## config.mk

```make
export PLATFORM = sky130hd
export DESIGN_NAME = afe_current_fet_charger_regs
export DESIGN_NICKNAME = d
export VERILOG_FILES = /design/src/afe_regs_pkg.sv /design/src/afe_current_fet_charger_regs.sv
export SDC_FILE = /design/constraint.sdc
export NUM_CORES = 1
export LEC_CHECK = 0
export BUFFER_PORTS_ARGS = -buffer_cell sky130_fd_sc_hd__buf_2
export CAP_MARGIN = 20
export CELL_PAD_IN_SITES_DETAIL_PLACEMENT = 0
export CELL_PAD_IN_SITES_GLOBAL_PLACEMENT = 1
export CORE_UTILIZATION = 30
export DETAILED_ROUTE_END_ITERATION = 7
export GPL_TIMING_DRIVEN = 0
export HOLD_SLACK_MARGIN = 0.03
export PLACE_DENSITY_LB_ADDON = 0.1
export SYNTH_ARGS = -nofsm -noshare
export SYNTH_HDL_FRONTEND = slang
export SYNTH_SLANG_ARGS = --single-unit
```

## constraint.sdc

```tcl
create_clock -name clk -period 2.2 [get_ports clk]
set_input_delay 0.33 -clock clk [delete_from_list [all_inputs] [get_ports clk]]
set_output_delay 0.33 -clock clk [all_outputs]
set_load 0.005 [all_outputs]
```

## src/afe_regs_pkg.sv

```systemverilog
// Constants, field layouts and types of the front-end register block.
// Assumes one 250 MHz clock; all SPI pins already synchronous to it.

package afe_regs_pkg;

    // ========================================
    // Register offsets
    localparam logic [6:0] OFF_CURRENT_MONITOR = 7'h02;
    localparam logic [6:0] OFF_GATE_DRIVER     = 7'h03;
    localparam logic [6:0] OFF_CHARGER_DETECT  = 7'h04;

    // ========================================
    // Reset values
    localparam logic [7:0] RST_CURRENT_MONITOR = 8'h00;
    localparam logic [7:0] RST_GATE_DRIVER     = 8'h00;
    localparam logic [7:0] RST_CHARGER_DETECT  = 8'h00;

    // ========================================
    // Current monitor control fields
    localparam int GAIN_SELECT_BIT     = 0;
    localparam int ZERO_CAL_BIT        = 1;
    localparam int GAIN_CAL_INPUT_BIT  = 2;
    localparam int GAIN_CAL_OUTPUT_BIT = 3;
    localparam int MONITOR_ENABLE_BIT  = 4;
    localparam int MONITOR_FIELD_W     = 5;

    // ========================================
    // Gate driver control fields
    localparam int DISCHARGE_GATE_BIT = 0;
    localparam int CHARGE_GATE_BIT    = 1;
    localparam int DRIVE_BOOST_BIT    = 4;

    // ========================================
    // Charger detect control fields
    localparam int LOW_STATUS_BIT      = 0;
    localparam int LOW_FLAG_BIT        = 1;
    localparam int LOW_IRQ_ENABLE_BIT  = 2;
    localparam int LOW_RUN_BIT         = 3;
    localparam int HIGH_STATUS_BIT     = 4;
    localparam int HIGH_FLAG_BIT       = 5;
    localparam int HIGH_IRQ_ENABLE_BIT = 6;
    localparam int HIGH_RUN_BIT        = 7;

    // ========================================
    // Serial frame
    localparam logic [2:0] LAST_BIT = 3'h7;

    // ========================================
    // Analog steering codes
    localparam logic [1:0] POS_FROM_PIN   = 2'h0;
    localparam logic [1:0] POS_GROUND     = 2'h1;
    localparam logic [1:0] POS_REF_100MV  = 2'h2;
    localparam logic [1:0] POS_REF_20MV   = 2'h3;
    localparam logic [1:0] MON_ZERO_VOLT  = 2'h0;
    localparam logic [1:0] MON_AMPLIFIED  = 2'h1;
    localparam logic [1:0] MON_REFERENCE  = 2'h2;

    typedef enum logic [1:0] {
        SPI_IDLE,
        SPI_ADDR,
        SPI_DATA,
        SPI_DONE
    } spi_state_t;

    typedef struct packed {
        spi_state_t                  spi_state;
        logic                        sck_q;
        logic [2:0]                  bit_cnt;
        logic [7:0]                  shift;
        logic [7:0]                  tx;
        logic                        rw;
        logic [6:0]                  addr;
        logic                        sdo;
        logic                        sdo_oe;
        logic [MONITOR_FIELD_W-1:0]  monitor_ctrl;
        logic [7:0]                  gate_ctrl;
        logic [7:0]                  detect_ctrl;
        logic                        gain_select;
        logic [1:0]                  sense_pos_sel;
        logic                        sense_neg_ground;
        logic [1:0]                  monitor_sel;
        logic                        charger_pullup;
        logic                        interrupt_out_n;
    } state_t;

endpackage

```

## src/afe_current_fet_charger_regs.sv

```systemverilog
// Register bank for current monitor, gate drivers and charger detect.
// Assumes SPI mode 0 pins sampled directly; sck far slower than clk.
`timescale 1ns/10ps

module afe_current_fet_charger_regs
    import afe_regs_pkg::*;
(
    input  wire logic       clk,
    input  wire logic       resetn,
    input  wire logic       cs_n,
    input  wire logic       sck,
    input  wire logic       sdi,
    input  wire logic       short_detect,
    input  wire logic       low_cmp_in,
    input  wire logic       high_cmp_in,
    output logic            sdo,
    output logic            sdo_oe,
    output logic            gain_select,
    output logic [1:0]      sense_pos_sel,
    output logic            sense_neg_ground,
    output logic [1:0]      monitor_sel,
    output logic            discharge_gate,
    output logic            charge_gate,
    output logic            drive_boost,
    output logic            low_cmp_run,
    output logic            high_cmp_run,
    output logic            charger_pullup_enable,
    output logic            interrupt_out_n
);
    import afe_regs_pkg::*;

    state_t s;
    state_t next_s;

    // ========================================
    // Read mux
    function automatic logic [7:0] read_data(input state_t st,
                                             input logic [6:0] a);
        logic [7:0] d;
        d = 8'h00;
        if (a == OFF_CURRENT_MONITOR)
            d = {3'h0, st.monitor_ctrl};
        else if (a == OFF_GATE_DRIVER)
            d = st.gate_ctrl;
        else if (a == OFF_CHARGER_DETECT)
            d = st.detect_ctrl;
        return d;
    endfunction

    // ========================================
    // Next state
    always_comb
    begin
        logic       rise;
        logic       fall;
        logic       wr;
        logic [7:0] wdata;
        logic       zero_cal;
        logic       cal_in;
        logic       cal_out;
        logic [7:0] dc;

        next_s = s;
        rise = 1'b0;
        fall = 1'b0;
        wr = 1'b0;
        wdata = 8'h00;
        zero_cal = 1'b0;
        cal_in = 1'b0;
        cal_out = 1'b0;
        dc = 8'h00;

        next_s.sck_q = sck;
        rise = sck & ~s.sck_q;
        fall = ~sck & s.sck_q;

        // Serial frame: rw bit, 7 address bits, 8 data bits, MSB first
        if (cs_n)
        begin
            next_s.spi_state = SPI_IDLE;
            next_s.bit_cnt = 3'h0;
            next_s.sdo = 1'b0;
            next_s.sdo_oe = 1'b0;
        end
        else
        begin
            case (s.spi_state)
                SPI_IDLE:
                begin
                    next_s.spi_state = SPI_ADDR;
                end
                SPI_ADDR:
                begin
                    if (rise)
                    begin
                        next_s.shift = {s.shift[6:0], sdi};
                        next_s.bit_cnt = s.bit_cnt + 3'h1;
                        if (s.bit_cnt == LAST_BIT)
                        begin
                            next_s.rw = s.shift[6];
                            next_s.addr = {s.shift[5:0], sdi};
                            next_s.tx = read_data(s, {s.shift[5:0], sdi});
                            next_s.sdo_oe = s.shift[6];
                            next_s.spi_state = SPI_DATA;
                        end
                    end
                end
                SPI_DATA:
                begin
                    // Mode 0: drive on falling edge, host samples rising
                    if (fall && s.rw)
                    begin
                        next_s.sdo = s.tx[7];
                        next_s.tx = {s.tx[6:0], 1'b0};
                    end
                    if (rise)
                    begin
                        next_s.shift = {s.shift[6:0], sdi};
                        next_s.bit_cnt = s.bit_cnt + 3'h1;
                        if (s.bit_cnt == LAST_BIT)
                        begin
                            wr = ~s.rw;
                            wdata = {s.shift[6:0], sdi};
                            next_s.spi_state = SPI_DONE;
                        end
                    end
                end
                default:
                begin
                    // Extra clocks past one frame are ignored
                    next_s.spi_state = SPI_DONE;
                end
            endcase
        end

        // ========================================
        // Current monitor control
        if (wr && s.addr == OFF_CURRENT_MONITOR)
            next_s.monitor_ctrl = wdata[MONITOR_FIELD_W-1:0];

        zero_cal = next_s.monitor_ctrl[ZERO_CAL_BIT];
        cal_in = ~zero_cal & next_s.monitor_ctrl[GAIN_CAL_INPUT_BIT];
        cal_out = ~zero_cal & next_s.monitor_ctrl[GAIN_CAL_OUTPUT_BIT];
        next_s.gain_select = next_s.monitor_ctrl[GAIN_SELECT_BIT];

        if (zero_cal)
            next_s.sense_pos_sel = POS_GROUND;
        else if (cal_in)
            next_s.sense_pos_sel = next_s.gain_select ?
                                   POS_REF_20MV : POS_REF_100MV;
        else
            next_s.sense_pos_sel = POS_FROM_PIN;
        next_s.sense_neg_ground = zero_cal | cal_in;

        if (!next_s.monitor_ctrl[MONITOR_ENABLE_BIT])
            next_s.monitor_sel = MON_ZERO_VOLT;
        else if (cal_in && cal_out)
            next_s.monitor_sel = MON_REFERENCE;
        else
            next_s.monitor_sel = MON_AMPLIFIED;

        // ========================================
        // Gate driver control
        if (wr && s.addr == OFF_GATE_DRIVER)
        begin
            next_s.gate_ctrl = 8'h00;
            next_s.gate_ctrl[DISCHARGE_GATE_BIT] =
                wdata[DISCHARGE_GATE_BIT];
            next_s.gate_ctrl[CHARGE_GATE_BIT] = wdata[CHARGE_GATE_BIT];
            next_s.gate_ctrl[DRIVE_BOOST_BIT] = wdata[DRIVE_BOOST_BIT];
        end
        // Short wins over a host write in the same cycle; monitor bits
        // play no part here
        if (short_detect)
        begin
            next_s.gate_ctrl[DISCHARGE_GATE_BIT] = 1'b0;
            next_s.gate_ctrl[CHARGE_GATE_BIT] = 1'b0;
        end

        // ========================================
        // Charger detect control
        dc = s.detect_ctrl;
        if (wr && s.addr == OFF_CHARGER_DETECT)
        begin
            dc[LOW_RUN_BIT] = wdata[LOW_RUN_BIT];
            dc[LOW_IRQ_ENABLE_BIT] = wdata[LOW_IRQ_ENABLE_BIT];
            dc[HIGH_RUN_BIT] = wdata[HIGH_RUN_BIT];
            dc[HIGH_IRQ_ENABLE_BIT] = wdata[HIGH_IRQ_ENABLE_BIT];
            if (!wdata[LOW_FLAG_BIT])
                dc[LOW_FLAG_BIT] = 1'b0;
            if (!wdata[HIGH_FLAG_BIT])
                dc[HIGH_FLAG_BIT] = 1'b0;
        end
        dc[LOW_STATUS_BIT] = dc[LOW_RUN_BIT] & low_cmp_in;
        dc[HIGH_STATUS_BIT] = dc[HIGH_RUN_BIT] & high_cmp_in;
        // Set after clear so an edge in a clearing cycle is kept
        if (dc[LOW_IRQ_ENABLE_BIT] && dc[LOW_STATUS_BIT]
            && !s.detect_ctrl[LOW_STATUS_BIT])
            dc[LOW_FLAG_BIT] = 1'b1;
        if (dc[HIGH_IRQ_ENABLE_BIT] && dc[HIGH_STATUS_BIT]
            && !s.detect_ctrl[HIGH_STATUS_BIT])
            dc[HIGH_FLAG_BIT] = 1'b1;
        if (!dc[LOW_IRQ_ENABLE_BIT])
            dc[LOW_FLAG_BIT] = 1'b0;
        if (!dc[HIGH_IRQ_ENABLE_BIT])
            dc[HIGH_FLAG_BIT] = 1'b0;
        next_s.detect_ctrl = dc;

        // Pull-up shared by both comparators on the one sense pin
        next_s.charger_pullup = dc[LOW_RUN_BIT] | dc[HIGH_RUN_BIT];

        next_s.interrupt_out_n =
            ~(dc[LOW_FLAG_BIT] | dc[HIGH_FLAG_BIT]);
    end

    // ========================================
    // State register
    always_ff @(posedge clk)
    begin
        if (!resetn)
        begin
            s <= '0;
            s.monitor_ctrl <= RST_CURRENT_MONITOR[MONITOR_FIELD_W-1:0];
            s.gate_ctrl <= RST_GATE_DRIVER;
            s.detect_ctrl <= RST_CHARGER_DETECT;
            s.interrupt_out_n <= 1'b1;
        end
        else
        begin
            s <= next_s;
        end
    end

    // ========================================
    // Outputs, all straight from the state register
    assign sdo                   = s.sdo;
    assign sdo_oe                = s.sdo_oe;
    assign gain_select           = s.gain_select;
    assign sense_pos_sel         = s.sense_pos_sel;
    assign sense_neg_ground      = s.sense_neg_ground;
    assign monitor_sel           = s.monitor_sel;
    assign discharge_gate        = s.gate_ctrl[DISCHARGE_GATE_BIT];
    assign charge_gate           = s.gate_ctrl[CHARGE_GATE_BIT];
    assign drive_boost           = s.gate_ctrl[DRIVE_BOOST_BIT];
    assign low_cmp_run           = s.detect_ctrl[LOW_RUN_BIT];
    assign high_cmp_run          = s.detect_ctrl[HIGH_RUN_BIT];
    assign charger_pullup_enable = s.charger_pullup;
    assign interrupt_out_n       = s.interrupt_out_n;

endmodule // afe_current_fet_charger_regs

```

==> summary.md, run 1 <==
| Metric | Value |
|---|---|
| Commonest cells after routing, fill and taps aside | `dfxtp_1, nand2_1, buf_2, a21boi_0, o21ai_0` |
| Largest net degree at the start of global routing | `18` |
| WS Path Type | `reg -> reg` |
| Initial detailed-routing violation count | `91` |
| Count of hold buffers inserted by post-cts repair | `0` |
| Proportion of power drawn by combinational gates | `0.078` |
| Post-Synthesis Cell Area | `2560 um2` |
| Filler cell count | `881` |
| IO buf count | `22` |
| Share of the synthesized netlist area taken by xor and xnor gates | `0` |
| Average wire per standard cell | `15.8 um` |
| Average vias per placed instance | `5.06` |
| Sequential share of power | `0.543` |
| Root buffer cell | `clkbuf_8` |
| Smallest hold slack | `0.266 ns` |
| Register bit count reported by yosys | `54` |
| Instance count after placement with tap cells included | `422` |
| EDFF count, synth | `0` |
| Floorplan die width | `94.4 um` |
| Number of pins with negative max-slew slack in the final report | `0` |
| Final core utilization | `0.364` |
| Depth of the CTS H-tree | `2` |
| Synth Area in Simple Gates | `0.273` |
| Iteration count of the initial detailed-routing pass | `4` |
| HPWL after detailed placement | `5020 um` |
| Cell count after synthesis | `295` |
| Headroom to the max-slew limit | `0.604` |
| Vias | `2,196` |
| Num Clock Sinks | `54` |
| Area of the die | `8920 um2` |
| I/O pin count | `23` |
| FF+latch area | `1080 um2` |
| Synth async-reset ratio | `0` |
| Status | `complete, no violations` |
| Starting density of the core | `0.310` |
| Total Wirelength | `6850 um` |
| Final ANT Viol Nets | `0` |
| Cell-internal power | `0.00139 W` |
| Arrival time reported for the critical path endpoint | `2.27 ns` |
| Final non-filler cell total | `434` |
| Number of cell rows | `33` |
| Inserted Clock Buffers | `5` |
| Remaining global-route overflow | `0` |
| DRC violations left | `0` |
| Fraction of synthesized area in multiplexers | `0.0312` |
| Max cap viols | `0` |
| Final hold violation count | `0` |
| Fraction of the yosys area taken by sequential cells | `0.422` |
| Category of the worst setup path launch point | `flop` |
| CP Data Required Time | `2.40 ns` |
| Critical Path End Type | `flop` |
| Finish-stage setup viols | `0` |
| CTS tree | `done` |
| Part of the cycle the worst path needs | `0.941` |
| Multi-input gate area in the final layout | `1400 um2` |
| Worst slew pin tran | `0.589 ns` |
| Unrepaired setup endpoints after global routing | `no` |
| Worst Hold Class | `in -> reg` |
| Standard cell core area | `8260 um2` |
| Clock-pin transition on the worst setup and hold timing paths | `0.11 ns` |
| Synthesis warning total | `0` |
| Synthesized-area fraction occupied by adder cells | `0.0293` |
| Layout Nets | `342` |
| Compound-gate portion of the synthesized area | `0.196` |
| Clock Tree Buf Depth | `2` |
| Fraction of power spent switching nets | `0.247` |
| Wire length of the first global-routing pass | `11,300 um` |
| Post-synth net total | `309` |
| Clock insertion delay at the later pin of the skew report | `0.32 ns` |
| GRT Util Overall | `0.170` |
| Die Ht | `94.4 um` |
| Top flip-flop cell by instance count after synthesis | `dfxtp_1` |
| Most common cell after layout, fill and taps aside | `dfxtp_1` |
| Leakage power | `1.12 nW` |
| Number of different library cells in the post-synthesis netlist | `45` |
| Post-layout minimum cycle time | `2.07 ns` |
| Number of global-route vias before repair | `2,051` |
| Synthesized area per cell | `8.69 um2` |
| Worst clock skew | `0.0109 ns` |
| Routability cong. | `0.748` |
| Area growth from synthesis to final layout | `17.2%` |
| Max IR drop VDD | `0.212 mV` |
| P_sw | `0.000454 W` |
| Proportion of power drawn by the clock network | `0.379` |
| Initial antenna violation count | `0` |
| Share of final-layout standard cells stronger than drive strength 1 | `0.164` |
| Dominant combinational cell family by area after synthesis | `simple AND/OR/NAND/NOR gates` |
| Achievable Freq | `483 MHz` |
| Final antenna diode count | `0` |
| Maximum fanout along the worst path | `10` |
| Power density over cell area | `612 nW/um2` |
-- cell type report --
type / count / share of cell area
multi-input cells: 216 / 0.466
flip-flops and latches: 54 / 0.360
repair buffers: 26 / 0.0508
well taps: 105 / 0.0437
plain buffers: 20 / 0.0358
clock buffers: 5 / 0.0229
clock inverters: 3 / 0.0146
inverters: 5 / 0.00624
-- stage by stage --
stage               setup TNS, ns  total power [W]  worst slack [ns]  cell area [um2]
global placement            -2.32          0.00115            -0.179             2810
CTS                             0          0.00186           0.00391             2970
detailed placement          -1.90          0.00115            -0.185             2810
floorplan                       0          0.00110             0.285             2560
finish                          0          0.00184             0.130             3010
global route                    0          0.00193           0.00184             3010
-- cell usage after synthesis (3+ instances only) --
library cell | n | area share
nand4b_1 | 6 | 0.020
o21ai_0 | 21 | 0.041
a21oi_1 | 6 | 0.012
and2_1 | 5 | 0.012
nand4_1 | 4 | 0.0098
buf_4 | 6 | 0.018
and3b_1 | 4 | 0.014
a31oi_1 | 7 | 0.017
dfxtp_1 | 54 | 0.42
nand3_1 | 13 | 0.025
nor2b_1 | 8 | 0.020
nand2b_1 | 5 | 0.012
nor2_1 | 10 | 0.015
clkbuf_1 | 12 | 0.018
a21boi_0 | 22 | 0.064
ha_1 | 6 | 0.029
mux2i_1 | 8 | 0.031
inv_1 | 5 | 0.0073
a211oi_1 | 5 | 0.015
a32oi_1 | 3 | 0.010
nand3b_1 | 7 | 0.020
or4_1 | 3 | 0.0088
nand2_1 | 46 | 0.067
-- path summary, 6_finish.rpt --
path / startpoint / endpoint / slack (ns) / depth (start not counted)
setup / recovery: s[38]$_SDFFE_PN0P_ / sense_pos_sel[0]$_SDFF_PN0_ / 0.13 / 5
hold / removal: high_cmp_in / s[12]$_SDFF_PN0_ / 0.27 / 2
setup reg to reg: s[38]$_SDFFE_PN0P_ / sense_pos_sel[0]$_SDFF_PN0_ / 0.13 / 5
hold reg to reg: s[39]$_SDFFE_PN0P_ / s[40]$_SDFFE_PN0P_ / 0.47 / 2
-- registers in the layout (all words and copies together), names as in the netlist --
| signal | flops |
|---|---|
| sdo_oe | 1 |
| high_cmp_run | 1 |
| sdo | 1 |
| monitor_sel | 2 |
| s | 40 |
| low_cmp_run | 1 |
| charger_pullup_enable | 1 |
| discharge_gate | 1 |
| sense_pos_sel | 2 |
| drive_boost | 1 |
| charge_gate | 1 |
| sense_neg_ground | 1 |
| interrupt_out_n | 1 |
-- logic make-up (layout without fill, tap and decap cells) --
group | count (synthesis) | in the layout
flops | 54 | 54
mux | 8 | 8
fa+ha+maj | 6 | 6
compound gates | 75 | 75
buf+inv | 25 | 59
simple gates | 127 | 127
-- repair_timing --
action	CTS	global route
resized for setup	3	8
endpoints found under the setup margin	25	20
setup buffers	3	1
pin swaps	3	2
-- power by group through the flow --
stage	sequential (W)	combinational, W	clock (W)
final	0.000999	0.000143	0.000698
after global routing	0.00100	0.000162	0.000766
after CTS	0.000999	0.000142	0.000722
after detailed placement	0.00102	0.000128	0
after global placement	0.00102	0.000130	0
after floorplan	0.00102	0.0000858	0
-- metal layers --
layer  wire length [um]  global-route usage  up-vias  share of wire
li1                   -                   -     1122              -
met1               3670               0.252     1041           0.54
met2               2920               0.250       28           0.43
met3                195              0.0290        5          0.028
met4                 68              0.0462        0         0.0099
met5                  0                   0        -              0
-- critical path, cell delays in order, from the launching register on --
cell      delay [ns]
dfxtp_1         0.37
or4b_4          0.57
or4_4           0.54
buf_6           0.16
a211oi_1        0.22
nor3b_1         0.10
No activity file was read; power rests on OpenSTA's default activity.
==> run 2: changes to the inputs <==
==> constraint.sdc (replaced) <==
create_clock -name clk -period 2.1 [get_ports clk]
set_input_delay 0.315 -clock clk [delete_from_list [all_inputs] [get_ports clk]]
set_output_delay 0.315 -clock clk [all_outputs]
set_load 0.005 [all_outputs]
==> summary.md, run 2 (synthesis results as in run 1) <==
| Metric | Value |
|---|---|
| Reg with most FFs | `s` |
| Dpl ws | `-0.285 ns` |
| HPWL after detailed placement | `5020 um` |
| Startpoint of the tightest hold check path | `high_cmp_in` |
| Share of final-layout standard cells stronger than drive strength 1 | `0.181` |
| WHS Path Cells | `2` |
| CTS tree | `done` |
| Starting density of the core | `0.310` |
| Depth of the CTS H-tree | `2` |
| I/O pin count | `23` |
| Instance count after placement with tap cells included | `422` |
| Floorplan die width | `94.4 um` |
| Filler cell count | `878` |
| Worst R2R Start | `s[50]$_SDFFE_PN0P_` |
| Clock-pin transition on the worst setup and hold timing paths | `0.11 ns` |
| Worst Reg-to-Reg Cells | `5` |
| Unrepaired setup endpoints after global routing | `yes` |
| Most common cell after layout, fill and taps aside | `dfxtp_1` |
| Status | `complete, no violations` |
| CP Data Required Time | `2.34 ns` |
| Met3 track demand over resource | `0.0290` |
| Power density over cell area | `635 nW/um2` |
| Delay contributed by the slowest stage of the critical path | `0.60 ns` |
| Area growth from synthesis to final layout | `18.7%` |
| Number of global-route vias before repair | `2,057` |
| Die Ht | `94.4 um` |
| Finish-stage setup viols | `0` |
| Standard cell core area | `8260 um2` |
| Average vias per placed instance | `5.05` |
| FF-to-FF End | `s[43]$_SDFFE_PN0P_` |
| GRT Util Overall | `0.170` |
| Final non-filler cell total | `436` |
| Arrival time reported for the critical path endpoint | `2.22 ns` |
| Post-layout minimum cycle time | `1.98 ns` |
| Worst Setup Slack, final | `0.123 ns` |
| Area of the die | `8920 um2` |
| Worst slew pin tran | `0.560 ns` |
| Initial antenna violation count | `0` |
| Clock Tree Buf Depth | `2` |
| Critical Path End Type | `flop` |
| Library cell contributing the largest single delay on the critical path | `or4_1` |
| Commonest cells after routing, fill and taps aside | `dfxtp_1, nand2_1, buf_2, a21boi_0, o21ai_0` |
| Category of the worst setup path launch point | `flop` |
| End point of the worst hold path | `s[12]$_SDFF_PN0_` |
| Clock insertion delay at the later pin of the skew report | `0.32 ns` |
| Root buffer cell | `clkbuf_8` |
| Total Wirelength | `6860 um` |
| Inserted Clock Buffers | `5` |
| WS Path Type | `reg -> reg` |
| Maximum fanout along the worst path | `8` |
| Routability cong. | `0.748` |
| Worst Hold Class | `in -> reg` |
| Number of flip-flops under the largest register name | `40` |
| Final ANT Viol Nets | `0` |
| Multi-input gate area in the final layout | `1420 um2` |
| FF+latch area | `1080 um2` |
| Vias | `2,200` |
| Final hold violation count | `0` |
| Achievable Freq | `506 MHz` |
| Final core utilization | `0.369` |
| Remaining global-route overflow | `0` |
| Initial detailed-routing violation count | `87` |
| Number of pins with negative max-slew slack in the final report | `0` |
| Final antenna diode count | `0` |
| Critical Path, Cell by Cell | `clkbuf_1, or4_1, nor3_2, o21ai_0, a31oi_1` |
| Max cap viols | `0` |
| Num Clock Sinks | `54` |
| Average wire per standard cell | `15.7 um` |
| IO buf count | `22` |
| Leakage power | `1.14 nW` |
| Overall power | `0.00193 W` |
| Headroom to the max-slew limit | `0.617` |
| Iteration count of the initial detailed-routing pass | `4` |
| Wire length of the first global-routing pass | `11,300 um` |
| Number of cell rows | `33` |
| M1 GR Usage | `0.252` |
| Part of the cycle the worst path needs | `0.941` |
| Global route hottest layer | `met1` |
| Layout Nets | `344` |
| DRC violations left | `0` |
| Smallest hold slack | `0.249 ns` |
| Register-to-register path setup slack | `0.12 ns` |
| Worst clock skew | `0.0130 ns` |
| Max IR drop VDD | `0.222 mV` |
| Met2 global-route usage | `0.251` |
| Largest net degree at the start of global routing | `18` |
==> run 2: changes by cell type in the layout (fill, tap and decap cells not counted), sizes merged <==
| cell | before | now |
|---|---|---|
| clkbuf | 17 | 15 |
| buf | 34 | 38 |
==> run 2: timing repair <==
item	4_1_cts	5_1_grt
endpoints found under the setup margin	35	35
buffers inserted	4	3
resized for setup	4	13
cloned	0	0
pin swaps	4	2
hold buffers	0	0
==> run 2: area by class of cell <==
cell class | instances | area share
Tap cell | 105 | 0.0432
Sequential cell | 54 | 0.356
Timing Repair Buffer | 29 | 0.0575
Buffer | 19 | 0.0345
Inverter | 5 | 0.00617
Clock inverter | 3 | 0.0144
Clock buffer | 5 | 0.0226
Multi-Input combinational cell | 216 | 0.466
==> run 2: where the power goes <==
group	switching, W	internal (W)	leakage [nW]
Clock	0.000370	0.000358	0.0585
Sequential	0.00000930	0.00104	0.437
Combinational	0.0000987	0.0000599	0.646
==> run 2: critical path, delay by kind of cell, from the launching register on <==
| family | cells | cell delay (ns) |
|---|---|---|
| and+or+nand+nor | 2 | 0.96 |
| buffers and inverters | 1 | 0.23 |
| AOI/OAI and AO/OA | 2 | 0.41 |
| DFF | 1 | 0.31 |
==> run 2: worst max-delay path by stage <==
stage,from,endpoint,slack (ns),depth (start not counted)
2_1_floorplan,s[55]$_SDFFE_PP0P_,s[12]$_SDFF_PN0_,0.18,7
3_3_place_gp,s[55]$_SDFFE_PP0P_,interrupt_out_n$_SDFF_PN1_,-0.28,7
3_5_place_dp,s[55]$_SDFFE_PP0P_,s[12]$_SDFF_PN0_,-0.28,7
4_1_cts,s[38]$_SDFFE_PN0P_,sense_pos_sel[0]$_SDFF_PN0_,0.007,5
5_1_grt,s[50]$_SDFFE_PN0P_,s[43]$_SDFFE_PN0P_,-0.009,5
6_report,s[50]$_SDFFE_PN0P_,s[43]$_SDFFE_PN0P_,0.12,5
==> run 2: metal layers <==
layer  share of wire  wire length, um  up-vias
met5               0                0        -
met4          0.0099               68        0
met3           0.028              190        5
met2            0.42             2900       29
met1            0.54             3700     1038
li1                -                -     1128
==> run 2: stage by stage <==
stage | instance area (um2) | setup TNS [ns]
3_3_place_gp | 2810 | -5.50
3_5_place_dp | 2810 | -4.74
4_1_cts | 2980 | 0
2_1_floorplan | 2560 | 0
6_report | 3040 | 0
5_1_grt | 3040 | -0.00916
